File: src/ufc_pkg.sv
// shared constants and types of the uart frame control block
// assumes a 32-bit apb slave with byte addresses and one clock
package ufc_pkg;

    // ***************************************************************
    // register map
    // ***************************************************************
    localparam logic [11:0] UFC_OFF_CTRL = 12'h0C4;
    localparam logic [11:0] UFC_OFF_STAT = 12'h0C8;
    localparam logic [11:0] UFC_OFF_MASK = 12'h0CC;
    localparam logic [11:0] UFC_OFF_DATA = 12'h0D0;
    localparam logic [11:0] UFC_OFF_BAUD = 12'h0D4;

    // ***************************************************************
    // fields and reset values
    // ***************************************************************
    localparam int          UFC_ABORT_BIT = 7;
    localparam logic [6:0]  UFC_CTRL_RST  = 7'h02;   // one high stop bit, rest zero
    localparam logic [15:0] UFC_BAUD_RST  = 16'h0014;
    localparam int          UFC_BUSY_TX   = 8;
    localparam int          UFC_BUSY_RX   = 9;
    localparam int          UFC_FULL_TX   = 10;
    localparam int          UFC_FULL_RX   = 11;
    localparam logic [3:0]  UFC_OS_LAST   = 4'hF;    // 16 ticks per bit
    localparam logic [3:0]  UFC_OS_MID    = 4'h7;
    localparam logic [3:0]  UFC_TX_BASE   = 4'hA;    // start, 8 data, 1 stop
    localparam logic [3:0]  UFC_RX_DATA   = 4'h8;

    // control fields in register bit order 6..0
    typedef struct packed {
        logic handshake_enable;
        logic ninth_bit_value;
        logic nine_bit_enable;
        logic check_bit_enable;
        logic stop_count_select;
        logic end_bit_level;
        logic begin_bit_level;
    } ufc_cfg_s;

    // sticky event bits
    typedef struct packed {
        logic parity_err;
        logic frame_err;
        logic tx_done;
        logic rx_done;
    } ufc_evt_s;

    typedef enum logic {
        UFC_TX_IDLE = 1'b0,
        UFC_TX_SEND = 1'b1
    } ufc_tx_state_e;

    typedef enum logic [1:0] {
        UFC_RX_IDLE  = 2'b00,
        UFC_RX_START = 2'b01,
        UFC_RX_BITS  = 2'b10
    } ufc_rx_state_e;

endpackage : ufc_pkg

File: src/ufc_top.sv
// uart frame format and control: apb registers, flow control, tx and rx
// assumes an apb master on clk; rxd and cts_n arrive from another domain
//
// Behaviour
// - writing one to abort_unit stops any transfer and returns the unit to idle
// - abort_unit is write-one only, reads zero, and is zero after any wake-up
// - handshake_enable one uses rts and cts; zero ignores both pins
// - nine_bit_enable zero gives 8-bit characters, one adds a ninth bit
// - without parity the stored ninth_bit_value is sent as the ninth bit
// - with parity, ninth_bit_value zero selects even, one selects odd parity
// - check_bit_enable turns parity generation and checking on or off together
// - stop_count_select zero sends one stop bit, one sends two
// - end_bit_level sets stop bit level sent and expected; reset value one
// - begin_bit_level sets start level; idle is the opposite level
// - all control fields reset to zero except the stop level
// - a stop bit at the wrong level raises a framing error
// - a failed parity check raises a parity error
`timescale 1ns/1ps
module ufc_top (
    input  wire logic        clk,
    input  wire logic        rst,
    input  wire logic        psel,
    input  wire logic        penable,
    input  wire logic        pwrite,
    input  wire logic [11:0] paddr,
    input  wire logic [31:0] pwdata,
    output logic      [31:0] prdata,
    output logic             pready,
    output logic             pslverr,
    input  wire logic        rxd,
    output logic             txd,
    input  wire logic        cts_n,
    output logic             rts_n,
    output logic             irq
);

    // ***************************************************************
    // declarations
    // ***************************************************************
    ufc_pkg::ufc_cfg_s ctrl_reg;
    ufc_pkg::ufc_evt_s stat_reg;
    ufc_pkg::ufc_evt_s stat_next;
    ufc_pkg::ufc_evt_s mask_reg;
    ufc_pkg::ufc_evt_s evt_set;
    logic [15:0] baud_reg;
    logic [15:0] div_reg;
    logic [7:0]  tx_hold_reg;
    logic        tx_full_reg;
    logic        rx_full_reg;
    logic        rts_n_reg;
    logic [31:0] prdata_reg;
    logic [1:0]  s1_reg;
    logic [1:0]  s2_reg;
    logic [1:0]  s3_reg;
    logic [1:0]  pin_reg;
    logic        tx_busy;
    logic        tx_done;
    logic        rx_busy;
    logic        rx_done;
    logic        rx_ferr;
    logic        rx_perr;
    logic [7:0]  rx_data;

    function automatic logic hit(input logic [11:0] a, input logic [11:0] off);
        hit = (a[11:2] == off[11:2]);
    endfunction : hit

    // ***************************************************************
    // apb decode
    // ***************************************************************
    // zero wait states keep the bus logic minimal
    wire sel_ctrl = hit(paddr, ufc_pkg::UFC_OFF_CTRL);
    wire sel_stat = hit(paddr, ufc_pkg::UFC_OFF_STAT);
    wire sel_mask = hit(paddr, ufc_pkg::UFC_OFF_MASK);
    wire sel_data = hit(paddr, ufc_pkg::UFC_OFF_DATA);
    wire sel_baud = hit(paddr, ufc_pkg::UFC_OFF_BAUD);
    wire mapped   = sel_ctrl | sel_stat | sel_mask | sel_data | sel_baud;
    wire access   = psel && penable;
    wire setup    = psel && !penable;
    wire wr       = access && pwrite && mapped;
    wire rd       = access && !pwrite && mapped;

    assign pready  = 1'b1;
    assign pslverr = access && !mapped;

    // abort is a pulse only, never stored, so it reads zero
    wire abort = wr && sel_ctrl && pwdata[ufc_pkg::UFC_ABORT_BIT];

    // read data assembled in setup so it is stable through the access phase
    wire [31:0] rd_mux =
        sel_ctrl ? {25'h0, ctrl_reg} :
        sel_stat ? {20'h0, rx_full_reg, tx_full_reg, rx_busy, tx_busy, 4'h0, stat_reg} :
        sel_mask ? {28'h0, mask_reg} :
        sel_data ? {24'h0, rx_data} :
        sel_baud ? {16'h0, baud_reg} : 32'h0000_0000;

    always_ff @(posedge clk) begin
        if (rst) prdata_reg <= 32'h0000_0000;
        else if (setup) prdata_reg <= rd_mux;
    end
    assign prdata = prdata_reg;

    // ***************************************************************
    // configuration registers
    // ***************************************************************
    // control resets to low start, one high stop bit
    always_ff @(posedge clk) begin
        if (rst) begin
            ctrl_reg <= ufc_pkg::UFC_CTRL_RST;
            mask_reg <= 4'h0;
            baud_reg <= ufc_pkg::UFC_BAUD_RST;
        end else if (wr) begin
            if (sel_ctrl) ctrl_reg <= pwdata[6:0];
            if (sel_mask) mask_reg <= pwdata[3:0];
            if (sel_baud) baud_reg <= pwdata[15:0];
        end
    end

    // ***************************************************************
    // oversample divider
    // ***************************************************************
    // one tick per baud_reg+1 clocks, sixteen ticks per bit
    wire tick = (div_reg >= baud_reg);
    always_ff @(posedge clk) begin
        if (rst || tick) div_reg <= 16'h0000;
        else div_reg <= div_reg + 16'h0001;
    end

    // ***************************************************************
    // pin synchronisers
    // ***************************************************************
    // three stages; a level counts once stages two and three agree
    wire [1:0] pin_in  = {cts_n, rxd};
    wire [1:0] agree   = ~(s2_reg ^ s3_reg);
    wire [1:0] pin_nxt = (agree & s2_reg) | (~agree & pin_reg);
    always_ff @(posedge clk) begin
        if (rst) begin
            s1_reg  <= 2'h3;
            s2_reg  <= 2'h3;
            s3_reg  <= 2'h3;
            pin_reg <= 2'h3;
        end else begin
            s1_reg  <= pin_in;
            s2_reg  <= s1_reg;
            s3_reg  <= s2_reg;
            pin_reg <= pin_nxt;
        end
    end
    wire rxd_f = pin_reg[0];
    wire cts_f = pin_reg[1];

    // ***************************************************************
    // flow control and transmit holding
    // ***************************************************************
    // cts only gates the start of a frame, never one already on the line
    wire cts_ok = !ctrl_reg.handshake_enable || !cts_f;
    wire tx_go  = tx_full_reg && !tx_busy && cts_ok && !abort;
    wire tx_wr  = wr && sel_data && !tx_full_reg;  // writes while full are dropped
    wire rx_rd  = rd && sel_data;

    always_ff @(posedge clk) begin
        if (rst) tx_hold_reg <= 8'h00;
        else if (tx_wr) tx_hold_reg <= pwdata[7:0];
    end

    // abort empties both holding flags; the clear wins over new data in the same cycle
    always_ff @(posedge clk) begin
        if (rst || abort) begin
            tx_full_reg <= 1'b0;
            rx_full_reg <= 1'b0;
        end else begin
            tx_full_reg <= tx_wr || (tx_full_reg && !tx_go);
            rx_full_reg <= rx_done || (rx_full_reg && !rx_rd);
        end
    end

    // rts deasserted while a character waits unread; held active when off
    always_ff @(posedge clk) begin
        if (rst) rts_n_reg <= 1'b1;
        else rts_n_reg <= ctrl_reg.handshake_enable && rx_full_reg;
    end
    assign rts_n = rts_n_reg;

    // ***************************************************************
    // serial engines
    // ***************************************************************
    ufc_tx u_tx (
        .clk   (clk),
        .rst   (rst),
        .tick  (tick),
        .abort (abort),
        .cfg   (ctrl_reg),
        .go    (tx_go),
        .data  (tx_hold_reg),
        .txd   (txd),
        .busy  (tx_busy),
        .done  (tx_done)
    );

    ufc_rx u_rx (
        .clk   (clk),
        .rst   (rst),
        .tick  (tick),
        .abort (abort),
        .cfg   (ctrl_reg),
        .rxd   (rxd_f),
        .data  (rx_data),
        .busy  (rx_busy),
        .done  (rx_done),
        .ferr  (rx_ferr),
        .perr  (rx_perr)
    );

    // ***************************************************************
    // interrupt status
    // ***************************************************************
    // a read clears only the bits it returned at setup, so an event landing
    // between capture and access is not lost; a set in the clear cycle wins
    assign evt_set   = {rx_perr, rx_ferr, tx_done, rx_done};
    assign stat_next = evt_set | (stat_reg & ~((rd && sel_stat) ? prdata_reg[3:0] : 4'h0));
    always_ff @(posedge clk) begin
        if (rst) stat_reg <= 4'h0;
        else stat_reg <= stat_next;
    end
    assign irq = |(stat_reg & mask_reg);

    logic [7:0] tc_reg;
    always_ff @(posedge clk) begin
        if (rst || !tx_busy) tc_reg <= 8'h00;
        else if (tick) tc_reg <= tc_reg + 8'h01;
    end
    wire [7:0] want_tc = {ufc_pkg::UFC_TX_BASE + {3'h0, ctrl_reg.nine_bit_enable}
                        + {3'h0, ctrl_reg.stop_count_select}, 4'h0};

    // rts is registered, so it follows the enable and reset one clock late
    wire rts_free = !ctrl_reg.handshake_enable && !rst;
    wire mask_wr  = wr && sel_mask;
endmodule : ufc_top

File: src/ufc_tx.sv
// transmitter: serialises one character per go pulse
// assumes a 16x oversample tick enable and a config that is steady per frame
`timescale 1ns/1ps
module ufc_tx (
    input  wire logic             clk,
    input  wire logic             rst,
    input  wire logic             tick,
    input  wire logic             abort,
    input  ufc_pkg::ufc_cfg_s     cfg,
    input  wire logic             go,
    input  wire logic [7:0]       data,
    output logic                  txd,
    output logic                  busy,
    output logic                  done
);
    ufc_pkg::ufc_tx_state_e state_reg;
    logic [10:0] sh_reg;
    logic [3:0]  left_reg;
    logic [3:0]  sub_reg;
    logic        txd_reg;
    logic        done_reg;

    // ***************************************************************
    // frame assembly
    // ***************************************************************
    // ninth bit is parity over the data or the literal value
    wire        ninth = cfg.check_bit_enable ? (^data ^ cfg.ninth_bit_value)
                                             : cfg.ninth_bit_value;
    wire        idle_lvl = ~cfg.begin_bit_level;
    // data lsb first, ninth after data, then stops; 8-bit frames skip ninth
    wire [10:0] frame = cfg.nine_bit_enable
                      ? {cfg.end_bit_level, cfg.end_bit_level, ninth, data}
                      : {1'b1, cfg.end_bit_level, cfg.end_bit_level, data};
    // bits after the start bit, minus one
    wire [3:0]  nbits = UFC_LEN(cfg);
    wire        bit_end = tick && (sub_reg == ufc_pkg::UFC_OS_LAST);

    function automatic logic [3:0] UFC_LEN(input ufc_pkg::ufc_cfg_s c);
        UFC_LEN = ufc_pkg::UFC_TX_BASE - 4'h1 + {3'h0, c.nine_bit_enable}
                + {3'h0, c.stop_count_select} - 4'h1;
    endfunction : UFC_LEN

    // shift engine; abort drops the frame at once
    always_ff @(posedge clk) begin
        done_reg <= 1'b0;
        if (rst || abort) begin
            state_reg <= ufc_pkg::UFC_TX_IDLE;
            txd_reg   <= rst ? 1'b1 : idle_lvl;
            sh_reg    <= 11'h000;
            left_reg  <= 4'h0;
            sub_reg   <= 4'h0;
        end else begin
            unique case (state_reg)
                ufc_pkg::UFC_TX_IDLE: begin
                    txd_reg <= idle_lvl;
                    if (go) begin
                        state_reg <= ufc_pkg::UFC_TX_SEND;
                        txd_reg   <= cfg.begin_bit_level;
                        sh_reg    <= frame;
                        left_reg  <= nbits + 4'h1;
                        sub_reg   <= 4'h0;
                    end
                end
                ufc_pkg::UFC_TX_SEND: begin
                    if (tick) sub_reg <= sub_reg + 4'h1;
                    if (bit_end && left_reg == 4'h0) begin
                        state_reg <= ufc_pkg::UFC_TX_IDLE;
                        txd_reg   <= idle_lvl;
                        done_reg  <= 1'b1;
                    end else if (bit_end) begin
                        txd_reg  <= sh_reg[0];
                        sh_reg   <= {1'b0, sh_reg[10:1]};
                        left_reg <= left_reg - 4'h1;
                    end
                end
            endcase
        end
    end

    assign txd  = txd_reg;
    assign busy = (state_reg == ufc_pkg::UFC_TX_SEND);
    assign done = done_reg;

endmodule : ufc_tx

File: src/ufc_rx.sv
// receiver: samples mid-bit, reports character, framing and parity faults
// assumes a filtered line input and a 16x oversample tick enable
`timescale 1ns/1ps
module ufc_rx (
    input  wire logic             clk,
    input  wire logic             rst,
    input  wire logic             tick,
    input  wire logic             abort,
    input  ufc_pkg::ufc_cfg_s     cfg,
    input  wire logic             rxd,
    output logic [7:0]            data,
    output logic                  busy,
    output logic                  done,
    output logic                  ferr,
    output logic                  perr
);
    ufc_pkg::ufc_rx_state_e state_reg;
    logic [8:0] sh_reg;
    logic [3:0] idx_reg;
    logic [3:0] sub_reg;
    logic [7:0] data_reg;
    logic       done_reg;
    logic       ferr_reg;
    logic       perr_reg;

    // ***************************************************************
    // sampling
    // ***************************************************************
    wire [3:0] ndata  = ufc_pkg::UFC_RX_DATA + {3'h0, cfg.nine_bit_enable};
    wire       mid    = tick && (sub_reg == ufc_pkg::UFC_OS_MID);
    wire       sample = tick && (sub_reg == ufc_pkg::UFC_OS_LAST);
    wire       bad_stop = (rxd != cfg.end_bit_level);
    // odd count of ones over data and ninth must equal the sense bit
    wire       bad_par = cfg.nine_bit_enable && cfg.check_bit_enable
                      && ((^sh_reg) != cfg.ninth_bit_value);

    // start is a departure from the idle level abort idles
    always_ff @(posedge clk) begin
        done_reg <= 1'b0;
        ferr_reg <= 1'b0;
        perr_reg <= 1'b0;
        if (rst || abort) begin
            state_reg <= ufc_pkg::UFC_RX_IDLE;
            sub_reg   <= 4'h0;
            idx_reg   <= 4'h0;
            sh_reg    <= 9'h000;
            data_reg  <= rst ? 8'h00 : data_reg;
        end else begin
            unique case (state_reg)
                ufc_pkg::UFC_RX_IDLE: begin
                    sub_reg <= 4'h0;
                    idx_reg <= 4'h0;
                    if (rxd == cfg.begin_bit_level) state_reg <= ufc_pkg::UFC_RX_START;
                end
                ufc_pkg::UFC_RX_START: begin
                    if (tick) sub_reg <= sub_reg + 4'h1;
                    if (mid) begin
                        sub_reg   <= 4'h0;
                        // a glitch shorter than half a bit is dropped
                        state_reg <= (rxd == cfg.begin_bit_level) ? ufc_pkg::UFC_RX_BITS
                                                                  : ufc_pkg::UFC_RX_IDLE;
                    end
                end
                ufc_pkg::UFC_RX_BITS: begin
                    if (tick) sub_reg <= sub_reg + 4'h1;
                    if (sample) begin
                        idx_reg <= idx_reg + 4'h1;
                        if (idx_reg < ndata) begin
                            sh_reg[idx_reg] <= rxd;
                        end else if (idx_reg == ndata) begin
                            data_reg <= sh_reg[7:0];
                            done_reg <= 1'b1;
                            ferr_reg <= bad_stop;
                            perr_reg <= bad_par;
                            if (!cfg.stop_count_select) state_reg <= ufc_pkg::UFC_RX_IDLE;
                        end else begin
                            // second stop is checked one bit later
                            ferr_reg  <= bad_stop;
                            state_reg <= ufc_pkg::UFC_RX_IDLE;
                        end
                    end
                end
                default: state_reg <= ufc_pkg::UFC_RX_IDLE;
            endcase
        end
    end

    assign data = data_reg;
    assign busy = (state_reg != ufc_pkg::UFC_RX_IDLE);
    assign done = done_reg;
    assign ferr = ferr_reg;
    assign perr = perr_reg;

endmodule : ufc_rx

File: config.mk
export PLATFORM = sky130hd
export DESIGN_NAME = ufc_top
export DESIGN_NICKNAME = d
export VERILOG_FILES = /design/src/ufc_pkg.sv /design/src/ufc_top.sv /design/src/ufc_tx.sv /design/src/ufc_rx.sv
export SDC_FILE = /design/constraint.sdc
export NUM_CORES = 1
export LEC_CHECK = 0
export BUFFER_PORTS_ARGS = -buffer_cell sky130_fd_sc_hd__buf_2
export CORE_MARGIN = 2
export CORE_UTILIZATION = 52
export CTS_CLUSTER_DIAMETER = 50
export DETAILED_ROUTE_END_ITERATION = 8
export MAX_ROUTING_LAYER = met4
export PLACE_DENSITY_LB_ADDON = 0.2
export SLEW_MARGIN = 20
export SYNTH_ARGS = -nofsm -noshare
export SYNTH_HDL_FRONTEND = slang
export SYNTH_SLANG_ARGS = --single-unit
export TNS_END_PERCENT = 1
File: constraint.sdc
create_clock -name clk -period 2.04 [get_ports clk]
set_input_delay 0.408 -clock clk [delete_from_list [all_inputs] [get_ports clk]]
set_output_delay 0.408 -clock clk [all_outputs]
set_load 0.01 [all_outputs]
Word-level counts from Yosys, hierarchy flattened
Index checks and enable logic that the tools add are counted.
Widths: inputs -> output; s select.
Operators by class
  add/subtract/negate cells: 10
  multipliers: 0
  divide/modulo/power cells: 0
  $lt $le $gt $ge: 4
  eq/ne operators: 26
  shift-type cells: 0
  mux-type cells: 52
  bitwise operators: 20
  reduce and logical (&&, ||, !) cells: 64
Operators by type and width (count)
  $mux 16: 5
  $eq 10x6->1 const B: 5
  $mux 8: 6
  $mux 11: 4
  $mux 4: 9
  $logic_and 1x1->1: 26
  $pmux 4 s2: 3
  $pmux 11 s2: 1
  $add 16x1->16 const B: 1
  $add 4x1->4 const B: 4
  $ge 16x16->1: 1
  $mux 2: 7
  $ne 2x2->1 const B: 7
  $pmux 4 s3: 1
  $mux 1: 11
  $logic_not 1->1: 10
  $reduce_and 2->1: 5
  $reduce_and 5->1: 2
  $reduce_bool 2->1: 5
  $bwmux 9: 1
  $reduce_xor 9->1: 1
  $add 4x1->4 const A: 2
  $and 4x4->4: 2
  $eq 4x4->1 const B: 2
  35 further kinds: 55
Word-level totals
  register bits after elaboration: 150
  latch bits: 0
  RAM bits: 0
  ROM bits: 0
  input port bits: 51
  memories kept: 0

Logic depth before layout (Yosys ltp)
Gate-level depths: netlist (run 1).
  word-level depth: 13
  depth in mapped cells: 11
  depth with buffers taken out: 9

Cells and area by module
A second synthesis (run 1) with hierarchy kept.
Second synthesis, totals
  cells, all modules: 740
  area total of the unflattened synthesis: 6774.0 µm²
By module, submodules not included
  ufc_top: times used 1, cells an instance 450, area an instance 4050.1 µm², seq. area each 1641.6 µm²
  ufc_rx: times used 1, cells an instance 158, area an instance 1550.2 µm², seq. area each 680.7 µm²
  ufc_tx: times used 1, cells an instance 132, area an instance 1173.6 µm², seq. area each 450.4 µm²

Worst setup path before layout (run 1)
No wires, ideal clock.
  path type: reg2reg
  from: register baud_reg[2]
  to: register u_tx.left_reg[0]
  setup time: 0.117 ns
  arrival: 2.110 ns
  data required time: 1.923 ns
  path slack: -0.187 ns
  cell stages (with the launch flop): 11
  buffers on the path: 2
  period minus slack after synthesis: 2.227 ns
  path through: dfxtp_1 inv_1 ha_1 a211oi_1 o21ai_1 a41oi_2 o211ai_2 a32o_1 buf_6 buf_6 a32o_1
On the way
  cells in the longest elaborated chain, start to end: 5
  elaborated cells on any way between the ends: 6
  those cells by class: 1 x order compare; 2 x eq/ne; 3 x reduce/logical
RTL lines
  start: declaration: RTL line ufc_top.sv:45  | logic [15:0] baud_reg;
  start signal: assignment: RTL line ufc_top.sv:111  | baud_reg <= ufc_pkg::UFC_BAUD_RST;
  start signal: assignment: RTL line ufc_top.sv:115  | if (sel_baud) baud_reg <= pwdata[15:0];
  $ge 16x16->1 (*): RTL line ufc_top.sv:123  | wire tick = (div_reg >= baud_reg);
  $logic_and 1x1->1 (*): RTL line ufc_tx.sv:36  | wire bit_end = tick && (sub_reg == ufc_pkg::UFC_OS_LAST);
  $logic_and 1x1->1: RTL line ufc_tx.sv:66  | if (bit_end && left_reg == 4'h0) begin
  $ne 2x2->1 (no source line)
  $reduce_and 3->1 (no source line) (*)
  end signal: assignment: RTL line ufc_tx.sv:60  | left_reg <= nbits + 4'h1;
  end signal: assignment: RTL line ufc_tx.sv:73  | left_reg <= left_reg - 4'h1;
  end: declaration: RTL line ufc_tx.sv:18  | logic [3:0] left_reg;
Mark *: on every way between the ends. The rest lies on a longest branch, timed or not.
A chain may end at the register's enable or synchronous reset.

Worst setup path in the final report (run 1)
  from: register baud_reg[2]
  to: register u_tx.sh_reg[2]
On the way
  cells in the longest elaborated chain, start to end: 5
  elaborated cells on any way between the ends: 6
  those cells by class: 1 x order compare; 2 x eq/ne; 3 x reduce/logical
RTL lines
  $ge 16x16->1 (*): RTL line ufc_top.sv:123
  $logic_and 1x1->1 (*): RTL line ufc_tx.sv:36
  $logic_and 1x1->1: RTL line ufc_tx.sv:66
  $ne 2x2->1 (no source line)
  $reduce_and 3->1 (no source line) (*)
  end signal: assignment: RTL line ufc_tx.sv:59  | sh_reg <= frame;
  end signal: assignment: RTL line ufc_tx.sv:72  | sh_reg <= {1'b0, sh_reg[10:1]};
  end: declaration: RTL line ufc_tx.sv:17  | logic [10:0] sh_reg;
Marked as above.

==> metrics.md, run 1 <==
| Metric | Value |
|---|---|
| 1st-pass router iterations | `5` |
| Root Driver | `clkbuf_16` |
| DR vias/cell | `5.50` |
| Tot Pwr | `6.03 mW` |
| Place WS | `-0.429 ns` |
| Pin count of the biggest net entering global routing | `61` |
| Final net count | `962` |
| Worst Setup EP | `u_tx.sh_reg[2]` |
| Most common cell in the netlist | `dfxtp_1` |
| Syn avg cell area | `8.93 sq um` |
| Cell accounting for the most synthesized area | `dfxtp_1` |
| GRT Util Overall | `27.0%` |
| Post-synth EDFFs | `9` |
| DRC viols | `0` |
| Area grow syn2layout | `31.1%` |
| CTS buffer count | `17` |
| Insertion delay to the later sink of the worst-skew pair | `0.43 ns` |
| Synth cell types | `64` |
| Worst r2r src | `baud_reg[2]` |
| Placeable Area | `0.0125 sq mm` |
| Starting Density | `52.7%` |
| WL per Instance | `16.3 um` |
| Critical Path RT | `2.38 ns` |
| CP Class | `flop to flop` |
| #FFs+latches synth | `134` |
| DPL Wire Length | `12400 um` |
| Reg-to-reg endpoint | `u_tx.sh_reg[2]` |
| Worst Hold Launch | `rxd` |
| Post-synth top flop | `dfxtp_1` |
| CTS tree | `done` |
| I/O pin count | `88` |
| Failing checks | `negative setup slack` |
| Pwr per Cell Area | `697 mW/mm^2` |
| Layout cells sized above 1 | `31.4%` |
| Pleak | `3.65 nW` |
| Layout Skew | `0.00935 ns` |
| Slew headroom | `55.8%` |
| Asr flop ratio synth | `0%` |
| Ranking of synthesized cells by area | `dfxtp_1 (38%), mux2i_1 (8.5%), nor2_1 (5.9%), ha_1 (5.7%), edfxtp_1 (4.1%)` |
| Mapped cell area | `0.00660 sq mm` |
| CP most frequent cell | `a211oi_2` |
| Setup TNS | `-5.77 ns` |
| Critical path origin | `baud_reg[2]` |
| Ys Warns | `0` |
| Crit path max fanout | `6` |
| Final Hold Viols | `0` |
| Hold WS | `0.162 ns` |
| Worst EP arrival | `2.60 ns` |
| First-pass GRT wire length | `27100 um` |
| Vias in the first global route | `5530` |
| Worst setup margin | `-0.224 ns` |
| Max Slew Vio Count | `0` |
| IR drop worst, VDD | `0.000589 V` |
| Routed vias | `5868` |
| Cells after Synth | `739` |
| Worst Max-Slew Pin Slew | `0.663 ns` |
| Hold Buf Count CTS | `0` |
| Synth top area share | `37.9%` |
| Crit-path cells | `inv_2 -> ha_4 -> a211oi_2 -> o21ai_2 -> a41oi_2 -> buf_4 -> o211ai_4 -> a32o_2 -> buf_6 -> buf_16 -> a211oi_2` |
| FMAX | `0.442 GHz` |
| Antenna Nets Post-Route | `0` |
| Worst setup EP type | `flop` |
| Nature of the critical path startpoint | `flop` |
| Most instantiated cells after synthesis | `dfxtp_1 (125), nor2_1 (103), mux2i_1 (56), nand2_1 (52), inv_1 (41)` |
| Clock sink total | `134` |
| Worst path slowest cell | `dfxtp_2` |
| CP peak stage delay | `0.35 ns` |
| Die height | `117 um` |
| Antenna violations before repair | `0` |
| Clock Pin Slew Worst Setup and Hold Paths | `0.06 ns` |
| Tcrit/Tclk final | `111%` |
| Seq/Total Area, Yosys | `42.0%` |
| HP Class | `primary input to flop` |
| Placer Congestion | `0.930` |
| H-tree levels | `4` |
| R2R depth | `11` |
| Reg2reg setup slack | `-0.22 ns` |
| Max Cap Viol | `0` |
| Post-layout min period | `2.26 ns` |
| Cell row count | `41` |
| First DRT Iteration DRCs | `406` |
| I/O Buffers | `52` |
| RSZ-0062 raised after global routing | `yes` |
| # setup viols final | `51` |
| Clock buffer depth | `2` |
| Final wirelength | `17400 um` |
| Width of the die | `117 um` |
| Die area | `0.0136 sq mm` |
| N_diodes | `0` |
| Grt total ovfl | `0` |
| Status | `finished with violations` |
==> cell type report <==
cell class	instances	area, sq um
Fill cell	948	3870
Multi-Input combinational cell	533	3780
Sequential cell	134	2790
Timing Repair Buffer	154	1120
Clock buffer	21	493
Tap cell	172	215
Inverter	41	154
Clock inverter	11	96.3
==> worst min path at each step <==
stage | end | slack, ns | cells past startpoint
3_3_place_gp | s2_reg[1] | 0.39 | 1
3_5_place_dp | s2_reg[1] | 0.40 | 1
4_1_cts | s1_reg[0] | 0.15 | 2
5_1_grt | s1_reg[0] | 0.15 | 2
6_report | s1_reg[0] | 0.16 | 2
2_1_floorplan | s2_reg[0] | 0.39 | 1
==> power by group <==
part	internal (mW)	switching (mW)
registers	2.68	0.0206
logic	0.134	0.209
clock network	1.84	1.15
==> what timing repair did <==
item	in CTS	in global routing
buffers inserted	6	0
cloned	3	0
pin swaps	28	11
resized for setup	82	19
setup endpoints to repair	70	69
==> through the flow <==
stage	util, %	instance area, sq um	instances
3_3_place_gp	60.8	7610	1026
5_1_grt	69.1	8650	1066
2_1_floorplan	-	6670	754
4_1_cts	68.6	8590	1067
3_5_place_dp	60.8	7610	1026
6_report	69.1	8650	1066
==> logic make-up (layout without fill, tap and decap cells) <==
family	count (synthesis)	count (layout)	share of synthesized area, %
AOI/OAI and AO/OA	123	123	12.5
xor gates and xnor gates	35	35	4.65
adders and majority gates	30	30	5.69
buffers and inverters	87	227	6.47
DFF	134	134	42.0
muxes	56	56	8.49
other	2	17	0.114
and+or+nand+nor	272	272	20.1
==> routing by layer <==
layer / routed length (um) / GRT usage, % / part of all wire (%)
met3: 897 / 5.76 / 5.1
met1: 7690 / 32.4 / 44
met4: 583 / 11.9 / 3.3
met2: 8250 / 43.8 / 47
met5: 0 / - / 0
==> cells in the final DEF (no fill, tap or decap), types with 22 or more instances in the layout <==
cell / count
mux2i_1: 56
xnor2_1: 22
nand3_1: 27
inv_1: 36
buf_2: 52
a21oi_1: 33
nor2_1: 93
nor3_1: 22
nand2_1: 45
buf_4: 90
ha_1: 23
dfxtp_1: 114
==> critical path: cells and delay by family, from the launching register on <==
kind | cells | cell delay (ns)
buf+inv | 4 | 0.48
compound gates | 6 | 1.13
flops | 1 | 0.35
fa+ha+maj | 1 | 0.21
Power figures use the tool's default switching activity.
==> run 2, diff against run 1 <==
- SETUP_SLACK_MARGIN: not set -> 0.02
==> metrics.md, run 2 (synthesis gave the netlist of run 1 again) <==
| Metric | Value |
|---|---|
| Clock Pin Slew Worst Setup and Hold Paths | `0.06 ns` |
| Critical path origin | `baud_reg[2]` |
| Worst Max-Slew Pin Slew | `0.668 ns` |
| Cell row count | `41` |
| Pin count of the biggest net entering global routing | `61` |
| Failing checks | `negative setup slack` |
| Buffers & Inverters on Critical Path | `4` |
| Worst Setup EP | `u_tx.sh_reg[2]` |
| Hold WS | `0.159 ns` |
| Antenna Nets Post-Route | `0` |
| Worst path slowest cell | `dfxtp_2` |
| DR vias/cell | `5.54` |
| Final Non-Filler Cells | `1066` |
| Die area | `0.0136 sq mm` |
| Reg2reg setup slack | `-0.20 ns` |
| Width of the die | `117 um` |
| Nature of the critical path startpoint | `flop` |
| Cell total after placement | `1026` |
| Most frequent cells in the layout | `dfxtp_1 (114), nor2_1 (92), buf_4 (90), mux2i_1 (56), buf_2 (52)` |
| Post-layout min period | `2.24 ns` |
| Largest delay share family, worst path | `compound AO/OA/AOI/OAI gates` |
| Crit path max fanout | `6` |
| DPL Wire Length | `12400 um` |
| CTS tree | `done` |
| Die height | `117 um` |
| Hold Buf Count CTS | `0` |
| Pwr per Cell Area | `697 mW/mm^2` |
| First-pass GRT wire length | `27100 um` |
| Crit-path cells | `inv_2 -> ha_4 -> a211oi_2 -> o21ai_2 -> a41oi_2 -> buf_4 -> o211ai_4 -> a32o_2 -> buf_6 -> buf_16 -> a211oi_2` |
| Slew headroom | `55.5%` |
| Max Cap Viol | `0` |
| Worst setup EP type | `flop` |
| CP most frequent cell | `a211oi_2` |
| # setup viols final | `50` |
| CTS buffer count | `17` |
| Pleak | `3.65 nW` |
| N_diodes | `0` |
| Placer Congestion | `0.930` |
| Status | `finished with violations` |
| Grt total ovfl | `0` |
| Max Slew Vio Count | `0` |
| Routed vias | `5902` |
| Area grow syn2layout | `31.3%` |
| I/O pin count | `88` |
| Cell depth of the worst setup path | `11` |
| Critical Path RT | `2.39 ns` |
| Finished Cell Area | `0.00866 sq mm` |
| Clock buffer depth | `2` |
| Reg-to-reg endpoint | `u_tx.sh_reg[2]` |
| R2R depth | `11` |
| Most common cell after layout, fill and taps aside | `dfxtp_1` |
| Final wirelength | `17500 um` |
| Worst EP arrival | `2.59 ns` |
| Final net count | `962` |
| 1st-pass router iterations | `5` |
| Layout Skew | `0.00957 ns` |
| Placeable Area | `0.0125 sq mm` |
| RSZ-0062 raised after global routing | `yes` |
| Worst r2r src | `baud_reg[2]` |
| Tot Pwr | `6.04 mW` |
| WL per Instance | `16.4 um` |
| Starting Density | `52.7%` |
| Clock sink total | `134` |
| Tcrit/Tclk final | `110%` |
| Layout cells sized above 1 | `31.7%` |
| IR drop worst, VDD | `0.000597 V` |
| Vias in the first global route | `5530` |
| Worst setup margin | `-0.205 ns` |
| H-tree levels | `4` |
| GRT Util Overall | `27.0%` |
| First DRT Iteration DRCs | `411` |
| Antenna violations before repair | `0` |
| HP Class | `primary input to flop` |
| FMAX | `0.446 GHz` |
| CP Class | `flop to flop` |
| I/O Buffers | `52` |
| Setup TNS | `-5.52 ns` |
| Final Hold Viols | `0` |
| CP peak stage delay | `0.35 ns` |
| Area after DPL | `0.00761 sq mm` |
| Root Driver | `clkbuf_16` |
| DRC viols | `0` |
| Insertion delay to the later sink of the worst-skew pair | `0.43 ns` |
[run 2: cell counts in the layout (fill, tap and decap cells not counted)]
No cell type changed its count.
[run 2: worst min-delay path by stage]
stage	start	endpoint	slack, ns	depth (start not counted)
floorplan	s1_reg[0]	s2_reg[0]	0.39	1
global placement	s1_reg[1]	s2_reg[1]	0.39	1
detailed placement	s1_reg[1]	s2_reg[1]	0.40	1
CTS	rxd	s1_reg[0]	0.15	2
global route	rxd	s1_reg[0]	0.15	2
finish	rxd	s1_reg[0]	0.16	2
[run 2: timing repair]
action	in CTS	in global routing
setup buffers	6	0
gates resized for setup	82	22
endpoints found under the setup margin	70	70
pin swaps	28	12
gates cloned	3	0
[run 2: where the power goes]
group          internal, mW  switching [mW]  leakage (nW)
clock                  1.84            1.15         0.277
sequential             2.68          0.0208          1.10
combinational         0.135           0.211          2.27
[run 2: final cells by class]
type                    count  area, sq um
fillers                   943         3850
flip-flops and latches    134         2790
multi-input cells         533         3800
repair buffers            154         1120
inverters                  41          154
well taps                 172          215
clock inverters            11         96.3
clock buffers              21          493
[run 2: per-stage QoR]
stage	util [%]	worst slack [ns]
3_5_place_dp	60.8	-0.429
5_1_grt	69.2	-0.294
3_3_place_gp	60.8	-0.288
4_1_cts	68.6	-0.256
2_1_floorplan	-	-0.0845
6_report	69.2	-0.205
[run 2: metal layers]
| metal | up-vias | track usage, % | part of all wire, % |
|---|---|---|---|
| met5 | - | - | 0 |
| met2 | 180 | 43.8 | 48 |
| met4 | 0 | 11.9 | 3.1 |
| met1 | 2835 | 32.4 | 44 |
| met3 | 40 | 5.76 | 5.1 |
| li1 | 2847 | - | - |
